File: src/verilog/bss_pkg.sv
// Package for the buck start-up sequencer: timing, widths and carriers.
// Assumes a 50 MHz system clock standing in for the internal oscillator.
`default_nettype none

package bss_pkg;

  // ----------------------------------------------------------------
  // Timing
  // ----------------------------------------------------------------
  localparam int CLK_HZ = 50000000;
  localparam int DELAY_US = 6800;                // Start-up delay, 6.8 ms
  localparam int DELAY_CYC = DELAY_US * (CLK_HZ / 1000000);
  localparam int SAMPLE_MAX_US = 3400;           // Sample phase upper bound, 3.4 ms
  localparam int SAMPLE_MAX_CYC = SAMPLE_MAX_US * (CLK_HZ / 1000000);
  localparam int SS_US = 6800;                   // Soft-start ramp, 6.8 ms
  localparam int SS_STEPS = 64;                  // Discrete ramp steps
  localparam int SS_STEP_CYC = (SS_US * (CLK_HZ / 1000000)) / SS_STEPS;
  localparam int EA_INIT_STEPS = 2;              // Steps before error amp is enabled
  localparam int HICCUP_DUMMIES = 2;             // Dummy soft-starts per retry

  // ----------------------------------------------------------------
  // Widths and reset values
  // ----------------------------------------------------------------
  localparam int SET_W = 8;                      // Set-point code width
  localparam int REF_W = 7;                      // Reference code, 0..64
  localparam logic [REF_W-1:0] REF_FINAL = 7'h40; // Full-scale reference code
  localparam logic [SET_W-1:0] SET_RST = 8'h00;

  // ----------------------------------------------------------------
  // Types
  // ----------------------------------------------------------------
  typedef enum logic [2:0] {
    BSS_RESET, BSS_DELAY, BSS_SAMPLE, BSS_SOFT, BSS_REG, BSS_HICCUP
  } bss_state_e;

  // Analog sense inputs, already digitised by comparators
  typedef struct packed {
    logic bias_above;      // Bias supply over its rising threshold
    logic en_above;        // Enable pin over its disable trip level
    logic set_match;       // DAC has reached the set-resistor voltage
    logic ramp_above_out;  // Ramp has crossed the present output
    logic out_above_ref;   // Output sits above target
    logic overcurrent;     // Overcurrent detected
  } bss_sense_s;

  // Drive outputs to the power stage and analog blocks
  typedef struct packed {
    logic en_pullup;       // Internal pull-up source on the enable pin
    logic set_src_on;      // Fixed current into the set resistor
    logic low_gate_en;     // Low-side driver permitted
    logic high_gate_en;    // High-side driver permitted
    logic ea_en;           // Error amplifier enabled
    logic ss_done;         // Soft-start finished, regulating
  } bss_drive_s;

endpackage : bss_pkg

`default_nettype wire

File: src/verilog/bss_top.sv
// Start-up sequencer of a step-down converter: POR, enable, delay, sample, ramp.
// Assumes comparator outputs arrive synchronous to clk; analog lives outside.
`default_nettype none

// Function
// [RULE_01] After bias rises past its threshold, proceed to delay then set-point sampling.
// [RULE_02] Hold off all initialization while enable pin stays low.
// [RULE_03] Keep enable pull-up on; timing starts only once pin crosses trip.
// [RULE_04] Wait fixed 6.8 ms delay after enable crosses trip.
// [RULE_05] During delay, low-side driver off, set current source on.
// [RULE_06] Sample phase variable, up to 3.4 ms, longer for higher setting.
// [RULE_07] Hold sampled set point in counter while bias stays up.
// [RULE_08] Sample completion starts soft-start.
// [RULE_09] Ramp reference from zero to final over 6.8 ms.
// [RULE_10] Ramp is 64 equal digital steps, not adjustable.
// [RULE_11] Enable error amplifier after short interval into soft-start.
// [RULE_12] Soft-start ends when ramp exceeds final value; then regulate.
// [RULE_13] Output pre-biased low: switches off until ramp passes output.
// [RULE_14] Output pre-biased high: switches off until soft-start ends.
// [RULE_15] Enable low then released repeats full initialization with new sample.
// [RULE_16] Overcurrent retries reuse held set point, no new sample.
// [RULE_17] Outside logic may hold enable low until input supply ready.
// [RULE_18] Overcurrent: output off, two dummy soft-starts, one real, repeat.
// [RULE_19] Enable pin below disable threshold counts as disabled.
// [RULE_20] Timing counts clock cycles; phases run reset, delay, sample, ramp, regulate.
module bss_top #(
  parameter int DELAY_CYCLES = bss_pkg::DELAY_CYC,
  parameter int SAMPLE_MAX_CYCLES = bss_pkg::SAMPLE_MAX_CYC,
  parameter int STEP_CYCLES = bss_pkg::SS_STEP_CYC
) (
  input wire logic clk,
  input wire logic rst_b,
  input wire bss_pkg::bss_sense_s sense,
  output bss_pkg::bss_drive_s drive,
  output logic [bss_pkg::REF_W-1:0] ref_code,
  output logic [bss_pkg::SET_W-1:0] set_code,
  output logic [2:0] phase
);

  // ----------------------------------------------------------------
  // Reset release
  // ----------------------------------------------------------------
  logic rst_s1_r;
  logic rst_b_r;

  // Two-stage release so reset leaves all other flops in the same cycle
  always_ff @(posedge clk or negedge rst_b) begin
    if (!rst_b) begin
      rst_s1_r <= 1'b0;
      rst_b_r <= 1'b0;
    end else begin
      rst_s1_r <= 1'b1;
      rst_b_r <= rst_s1_r;
    end
  end

  // ----------------------------------------------------------------
  // State and counters
  // ----------------------------------------------------------------
  bss_pkg::bss_state_e state_r, state_nxt;
  logic [31:0] cnt_r, cnt_nxt;
  logic [31:0] samp_r, samp_nxt;
  logic [bss_pkg::REF_W-1:0] ramp_r, ramp_nxt;
  logic [bss_pkg::SET_W-1:0] set_r, set_nxt;
  logic [1:0] dummy_r, dummy_nxt;
  logic dummy_run_r, dummy_run_nxt;
  logic ramp_seen_r, ramp_seen_nxt;
  bss_pkg::bss_drive_s drive_nxt;

  // ----------------------------------------------------------------
  // Sense decode
  // ----------------------------------------------------------------
  // Window bound uses its own timer, since the step counter restarts on every code
  wire logic enabled = sense.bias_above & sense.en_above; // RULE_02
  wire logic delay_done = (cnt_r >= 32'(DELAY_CYCLES - 1)); // RULE_04
  wire logic step_tick = (cnt_r >= 32'(STEP_CYCLES - 1)); // RULE_10
  wire logic sample_done = sense.set_match | (samp_r >= 32'(SAMPLE_MAX_CYCLES - 1)) // RULE_06
    | (set_r == {bss_pkg::SET_W{1'b1}});
  wire logic ramp_full = (ramp_r >= bss_pkg::REF_FINAL); // RULE_12

  // ----------------------------------------------------------------
  // Sequencer
  // ----------------------------------------------------------------
  // Next-state sequencing; strict phase order with retry loop
  always_comb begin
    state_nxt = state_r;
    cnt_nxt = cnt_r + 32'h00000001;
    samp_nxt = 32'h00000000;
    ramp_nxt = ramp_r;
    set_nxt = set_r;
    dummy_nxt = dummy_r;
    dummy_run_nxt = dummy_run_r;
    ramp_seen_nxt = ramp_seen_r;
    case (state_r)
      bss_pkg::BSS_RESET: begin
        cnt_nxt = 32'h00000000;
        if (enabled) begin // RULE_01 RULE_03
          state_nxt = bss_pkg::BSS_DELAY; // RULE_20
        end
      end
      bss_pkg::BSS_DELAY: begin
        if (delay_done) begin
          state_nxt = bss_pkg::BSS_SAMPLE;
          cnt_nxt = 32'h00000000;
          set_nxt = bss_pkg::SET_RST; // RULE_15
        end
      end
      bss_pkg::BSS_SAMPLE: begin
        // Counter climbs until the DAC meets the resistor voltage, the window ends or the code is full
        samp_nxt = samp_r + 32'h00000001; // RULE_06
        if (sample_done) begin // RULE_08
          state_nxt = bss_pkg::BSS_SOFT;
          cnt_nxt = 32'h00000000;
          ramp_nxt = '0;
          ramp_seen_nxt = 1'b0;
          dummy_run_nxt = 1'b0;
        end else if (step_tick) begin
          set_nxt = set_r + 8'h01; // RULE_06
          cnt_nxt = 32'h00000000;
        end
      end
      bss_pkg::BSS_SOFT: begin
        if (sense.ramp_above_out) begin
          ramp_seen_nxt = 1'b1; // RULE_13
        end
        if (step_tick) begin
          cnt_nxt = 32'h00000000;
          if (ramp_full) begin // RULE_12
            if (dummy_run_r) begin
              dummy_nxt = dummy_r - 2'h1; // RULE_18
              ramp_nxt = '0;
              dummy_run_nxt = (dummy_r != 2'h1);
              ramp_seen_nxt = 1'b0; // RULE_13
            end else begin
              state_nxt = bss_pkg::BSS_REG;
            end
          end else begin
            ramp_nxt = ramp_r + 7'h01; // RULE_09 RULE_10
          end
        end
        if (sense.overcurrent && !dummy_run_r) begin
          state_nxt = bss_pkg::BSS_HICCUP; // RULE_18
        end
      end
      bss_pkg::BSS_REG: begin
        if (sense.overcurrent) begin
          state_nxt = bss_pkg::BSS_HICCUP; // RULE_18
        end
      end
      bss_pkg::BSS_HICCUP: begin
        // Retry keeps the held set point
        state_nxt = bss_pkg::BSS_SOFT; // RULE_16
        cnt_nxt = 32'h00000000;
        ramp_nxt = '0;
        ramp_seen_nxt = 1'b0;
        dummy_nxt = 2'(bss_pkg::HICCUP_DUMMIES);
        dummy_run_nxt = 1'b1;
      end
      default: begin
        state_nxt = bss_pkg::BSS_RESET;
      end
    endcase
    // Disable or loss of bias restarts the sequence from reset
    if (!enabled) begin // RULE_15 RULE_19 RULE_17
      state_nxt = bss_pkg::BSS_RESET;
      cnt_nxt = 32'h00000000;
      ramp_nxt = '0;
      dummy_run_nxt = 1'b0;
    end
    if (!sense.bias_above) begin
      set_nxt = bss_pkg::SET_RST; // RULE_07
    end
  end

  // ----------------------------------------------------------------
  // Output decode
  // ----------------------------------------------------------------
  // Output decode from next state so outputs are registered
  wire logic nx_soft = (state_nxt == bss_pkg::BSS_SOFT);
  wire logic nx_reg = (state_nxt == bss_pkg::BSS_REG);
  wire logic nx_live = nx_soft & !dummy_run_nxt;
  wire logic sw_ok = nx_reg | (nx_live & ramp_seen_nxt & !sense.out_above_ref); // RULE_13 RULE_14
  always_comb begin
    drive_nxt.en_pullup = 1'b1; // RULE_03
    drive_nxt.set_src_on = (state_nxt == bss_pkg::BSS_DELAY) | (state_nxt == bss_pkg::BSS_SAMPLE); // RULE_05
    drive_nxt.low_gate_en = sw_ok;
    drive_nxt.high_gate_en = sw_ok;
    drive_nxt.ea_en = nx_reg | (nx_live & (ramp_nxt >= 7'(bss_pkg::EA_INIT_STEPS))); // RULE_11
    drive_nxt.ss_done = nx_reg; // RULE_12
  end

  // ----------------------------------------------------------------
  // State registers
  // ----------------------------------------------------------------
  // Phase register
  always_ff @(posedge clk or negedge rst_b_r) begin
    if (!rst_b_r) begin
      state_r <= bss_pkg::BSS_RESET;
    end else begin
      state_r <= state_nxt;
    end
  end

  // Phase and step timer
  always_ff @(posedge clk or negedge rst_b_r) begin
    if (!rst_b_r) begin
      cnt_r <= 32'h00000000;
    end else begin
      cnt_r <= cnt_nxt;
    end
  end

  // Sample window timer
  always_ff @(posedge clk or negedge rst_b_r) begin
    if (!rst_b_r) begin
      samp_r <= 32'h00000000;
    end else begin
      samp_r <= samp_nxt;
    end
  end

  // Ramp code
  always_ff @(posedge clk or negedge rst_b_r) begin
    if (!rst_b_r) begin
      ramp_r <= '0;
    end else begin
      ramp_r <= ramp_nxt;
    end
  end

  // Held set point, kept while bias stays up until a new sample phase starts
  always_ff @(posedge clk or negedge rst_b_r) begin
    if (!rst_b_r) begin
      set_r <= bss_pkg::SET_RST;
    end else begin
      set_r <= set_nxt; // RULE_07
    end
  end

  // Dummy ramps left in a retry
  always_ff @(posedge clk or negedge rst_b_r) begin
    if (!rst_b_r) begin
      dummy_r <= 2'h0;
    end else begin
      dummy_r <= dummy_nxt;
    end
  end

  // Dummy ramp in progress
  always_ff @(posedge clk or negedge rst_b_r) begin
    if (!rst_b_r) begin
      dummy_run_r <= 1'b0;
    end else begin
      dummy_run_r <= dummy_run_nxt;
    end
  end

  // Ramp has passed the output in this run
  always_ff @(posedge clk or negedge rst_b_r) begin
    if (!rst_b_r) begin
      ramp_seen_r <= 1'b0;
    end else begin
      ramp_seen_r <= ramp_seen_nxt;
    end
  end

  // ----------------------------------------------------------------
  // Output registers
  // ----------------------------------------------------------------
  // Drive bundle
  always_ff @(posedge clk or negedge rst_b_r) begin
    if (!rst_b_r) begin
      drive <= '0;
    end else begin
      drive <= drive_nxt;
    end
  end

  // Reference code seen by the DAC
  always_ff @(posedge clk or negedge rst_b_r) begin
    if (!rst_b_r) begin
      ref_code <= '0;
    end else begin
      ref_code <= ramp_nxt;
    end
  end

  // Set-point code seen by the trip DAC
  always_ff @(posedge clk or negedge rst_b_r) begin
    if (!rst_b_r) begin
      set_code <= bss_pkg::SET_RST;
    end else begin
      set_code <= set_nxt;
    end
  end

  // Phase report
  always_ff @(posedge clk or negedge rst_b_r) begin
    if (!rst_b_r) begin
      phase <= 3'h0;
    end else begin
      phase <= 3'(state_nxt);
    end
  end

endmodule // bss_top

`default_nettype wire

File: config.mk
export PLATFORM = sky130hd
export DESIGN_NAME = bss_top
export DESIGN_NICKNAME = d
export VERILOG_FILES = /design/src/verilog/bss_pkg.sv /design/src/verilog/bss_top.sv
export SDC_FILE = /design/constraint.sdc
export NUM_CORES = 1
export LEC_CHECK = 0
export BUFFER_PORTS_ARGS = -buffer_cell sky130_fd_sc_hd__buf_2
export CORE_MARGIN = 4
export CORE_UTILIZATION = 41
export DETAILED_ROUTE_END_ITERATION = 16
export PLACE_DENSITY = 0.64
export SYNTH_ARGS = -nofsm -noshare
export SYNTH_HDL_FRONTEND = slang
export SYNTH_SLANG_ARGS = --single-unit
File: constraint.sdc
create_clock -name clk -period 2.7 [get_ports clk]
set_input_delay 0.135 -clock clk [delete_from_list [all_inputs] [get_ports clk]]
set_output_delay 0.135 -clock clk [all_outputs]
set_load 0.01 [all_outputs]
After elaboration in Yosys (flattened, before gate mapping). Index checks and enable logic that the tools add are counted.

Register bits: 93. Output and inout bits: 24. Bits of input ports: 8. Word-level logic and storage cells: 104.

Reductions and logical operators: 9. Magnitude comparators: 5. Eq/ne operators: 18. Muxes and demuxes: 42. Add/sub/neg operators: 5. Bitwise operators: 10.

Operator list (number): $mux W32 (5); $pmux W32 S4 (1); $add A32 B1 Y32 const B (2); $mux W7 (5); $ge A32 B13 Y1 const B (1); $ge A32 B18 Y1 const B (1); $ge A32 B19 Y1 const B (1); $mux W8 (4); $mux W3 (8); $pmux W7 S3 (1); $pmux W3 S6 (1); $pmux W8 S2 (1); $eq A3 B2 Y1 const B (4); $mux W1 (10); $eq A3 B3 Y1 const B (3); $ne A3 B3 Y1 const B (3); $add A8 B1 Y8 const B (1); $eq A8 B8 Y1 const B (1); $reduce_and A4 Y1 (2); $add A7 B1 Y7 const B (1); $ge A7 B2 Y1 const B (1); $ge A7 B7 Y1 const B (1); $eq A3 B1 Y1 const B (2); $mux W2 (3); other kinds (13) (26).

Depth between registers and ports, before layout.
Depth in word-level cells: 11. Mapped depth: 10. Depth with buffers taken out: 9.

Worst setup path before layout. Ideal clock, no wire load.

Path kind: register to register. Start: register cnt_r[0]. End: register drive[1] (netlist bit). Cell stages (with the launch flop): 9. Clock period less this slack: 2.695 ns. Setup time: 0.126 ns. Slack: 0.005 ns. Required time: 2.574 ns. Buffers on the path: 0. Arrival: 2.569 ns. Cell sequence: dfrtp_1 -> ha_1 -> and4_1 -> a21o_1 -> a311oi_4 -> o21ai_1 -> o32a_1 -> or4_1 -> o32a_1.

RTL lines: start, declared (line bss_top.sv:61) `logic [31:0] cnt_r, cnt_nxt;`; start signal, assigned (line bss_top.sv:209) `cnt_r <= cnt_nxt;`; end signal, assigned (line bss_top.sv:275) `drive <= drive_nxt;`; end, declared (line bss_top.sv:34) `output bss_pkg::bss_drive_s drive,`.

==> flow_summary.ini <==
[timing]
min_period_ns = 2.71
holdWs_ns = 0.0575
setup_violations = 2
rsz0062_at_grt = true
clock_skew_ns = 0.00469
final_max_slew_viol_count = 0
tightest_slew_ns = 0.642
setup_ws_ns = -0.00650
finalCritPeriodShare_pct = 100
fmax_mhz = 369
relSlewSlack_pct = 57.2
hold_violations = 0

[floorplan]
core_area_mm2 = 0.0115
pin_count = 32
core.rowCount = 39
dieArea_mm2 = 0.0137
dieWidth_um = 117
die_h_um = 117
start_util_pct = 42.4

[grt]
grt_use_total_pct = 16.7
gr-total-overflow = 0
grt_pass1_vias = 3932
grt_util_met3_pct = 2.98
grt_max_degree = 49
grt_pass1_wl_um = 18200
grt_antenna_before_repair = 0
grt.busiest_layer = met2
grt_use_met1_pct = 22.3
grtUsageMet2_pct = 27.0

[drt]
dr.pass1.iters = 4
drt_iter0_markers = 190
vias = 3973
via_per_inst = 5.23
drcViolationCount = 0
wl_per_cell_um = 14.2
wirelength_um = 10800
ant_nets = 0

[logic_synthesis]
synth_mux_area_share_pct = 0.640
async_reset_ff_share_pct = 100
ys_seq_area_share_pct = 47.6
synth_edf_count = 0
synthXorXnorAreaFrac_pct = 10.4
ys_warn_count = 0
synth_cells = 517
synth_cell_types = 57
ys_seq_elements = 93
synthesis.area_mm2 = 0.00488
synth_top_flop_cell = dfrtp_1
yosys.area_share.simple_pct = 27.3
synth_fa_ha_area_share_pct = 1.54
synth_compound_area_share_pct = 9.84
synth_top_family_by_area = simple AND/OR/NAND/NOR gates
synth_area_per_cell_um2 = 9.45

[worst_setup_path]
arrival_ns = 2.94
cp.required_ns = 2.93
cp_max_fo = 4
critPathKind = reg2reg
worstSetupStartpointType = flop
end_kind = flop

[pwr]
switching_share_pct = 21.7
combPwrFrac_pct = 2.4
internal_power_mw = 2.09
p_sw_mw = 0.579
peakVddDrop_uv = 313
power_frac_seq_pct = 52.9
power_density_mw_per_mm2 = 439
power_frac_clock_pct = 44.6
cellLeakagePower_nw = 2.70

[cells_and_area]
antennaDiodeCount = 0
fin_area_mm2 = 0.00609
finalNonFillerCells = 759
area_growth_pct = 24.7
nets = 625
drive_gt1_share_pct = 23.9
layout_commonest_cell = dfrtp_1
final_cell_mix = dfrtp_1, nor2_1, buf_4, nand2_1, xor2_1
fillers = 1053
ff_latch_area_mm2 = 0.00233
multi_input_area_mm2 = 0.00257

[clock_tree]
cts.root.buffer_cell = clkbuf_16
numClockSinks = 93
cts.path.max_buffers = 2
cts_tree = built
cts_max_level = 3
numCtsBuffers = 9
clkSlewWorstSetupHoldPaths_ns = 0.06
clock_latency_ns = 0.35

[run]
drv_cap = 0

[placed_design]
gp_congestion = 0.856
dp_hpwl_um = 7710
io_buffers = 31
dpl_cell_area_mm2 = 0.00564
dp.cells = 739

[worst_hold_path]
hold_path_class = in2reg

[outcome]
violations = setup timing
status = complete, but fails checks
[registers in the layout, summed over array words and instances, names as in the netlist]
name / flops
drive: 5
ramp_seen_r: 1
ref_code: 7
dummy_run_r: 1
phase: 3
dummy_r: 2
rst_s1_r: 1
set_code: 8
samp_r: 32
cnt_r: 32
rst_b_r: 1
[cells by family (layout without fill, tap and decap cells)]
family / Yosys count / after routing
compound gates: 65 / 65
xor+xnor: 58 / 58
fa+ha+maj: 6 / 6
buf+inv: 27 / 125
flops: 93 / 93
mux: 3 / 3
other cells: 1 / 2
simple gates: 264 / 264
[final timing paths]
| check | start | end | slack, ns | cells after the start |
|---|---|---|---|---|
| setup / recovery | samp_r[10]$_DFF_PN0_ | drive[1]$_DFF_PN0_ | -0.006 | 8 |
| hold / removal | sense[2] | ramp_seen_r$_DFF_PN0_ | 0.06 | 3 |
| setup reg to reg | samp_r[10]$_DFF_PN0_ | drive[1]$_DFF_PN0_ | -0.006 | 8 |
| hold reg to reg | rst_s1_r$_DFF_PN0_ | rst_b_r$_DFF_PN0_ | 0.35 | 0 |
| max in group asynchronous | rst_b_r$_DFF_PN0_ | phase[2]$_DFF_PN0_ | 1.68 | 1 |
| min in group asynchronous | rst_b | rst_b_r$_DFF_PN0_ | 0.10 | 2 |
[synthesized netlist by cell type (all sizes together), types with 11 or more instances]
| library cell | count | share of area [%] |
|---|---|---|
| a21oi | 16 | 1.7 |
| and3 | 12 | 1.5 |
| clkbuf | 12 | 0.92 |
| dfrtp | 93 | 48 |
| inv | 11 | 0.85 |
| nand2 | 42 | 3.2 |
| nand3 | 34 | 3.5 |
| nand4 | 13 | 1.8 |
| nor2 | 89 | 6.8 |
| nor3 | 17 | 1.9 |
| o21ai | 14 | 1.4 |
| xnor2 | 24 | 4.3 |
| xor2 | 34 | 6.1 |
[power by group through the flow]
stage	combinational [mW]	clock, mW	sequential, mW
2_1_floorplan	0.0220	0	1.45
3_3_place_gp	0.0618	0	1.44
3_5_place_dp	0.0627	0	1.44
4_1_cts	0.0645	1.23	1.41
5_1_grt	0.0742	1.29	1.42
6_report	0.0652	1.19	1.41
[layer usage]
layer | wire length [µm] | vias to the layer above | part of all wire [%]
met5 | 0 | - | 0
met4 | 178 | 0 | 1.6
met3 | 246 | 10 | 2.3
met2 | 5190 | 47 | 48
met1 | 5190 | 1931 | 48
li1 | - | 1985 | -
[worst max-delay path, stage by stage (launching register included)]
cell     delay [ns]
dfrtp_1        0.40
or4_1          0.54
o311a_1        0.39
o31ai_4        0.31
and3_1         0.24
nor3_1         0.06
nor4_1         0.34
nor3_1         0.14
o32a_1         0.18
[stage by stage]
step / setup TNS [ns] / util (%) / power [mW] / setup WS (ns)
floorplan: 0 / - / 1.47 / 0.00476
global placement: -0.119 / 49.0 / 1.50 / -0.119
detailed placement: -0.131 / 49.0 / 1.50 / -0.131
CTS: -0.0374 / 51.7 / 2.71 / -0.0374
global route: -2.53 / 52.9 / 2.78 / -0.127
finish: -0.00776 / 52.9 / 2.67 / -0.00650
[area by class of cell]
cell class	count	area share, %
flip-flops and latches	93	38.3
clock buffers	12	4.21
clock inverters	4	0.370
multi-input cells	398	42.2
repair buffers	98	11.3
inverters	11	0.678
well taps	143	2.94
[timing repair]
item                                    4_1_cts  5_1_grt
endpoints found under the setup margin        4       11
setup buffers                                 1        2
pin swaps                                     6       10
hold buffers                                  1        0
hold endpoints to repair                      2        0
gates resized for setup                       5       22
Note: power is estimated with default switching activity, not from simulation.
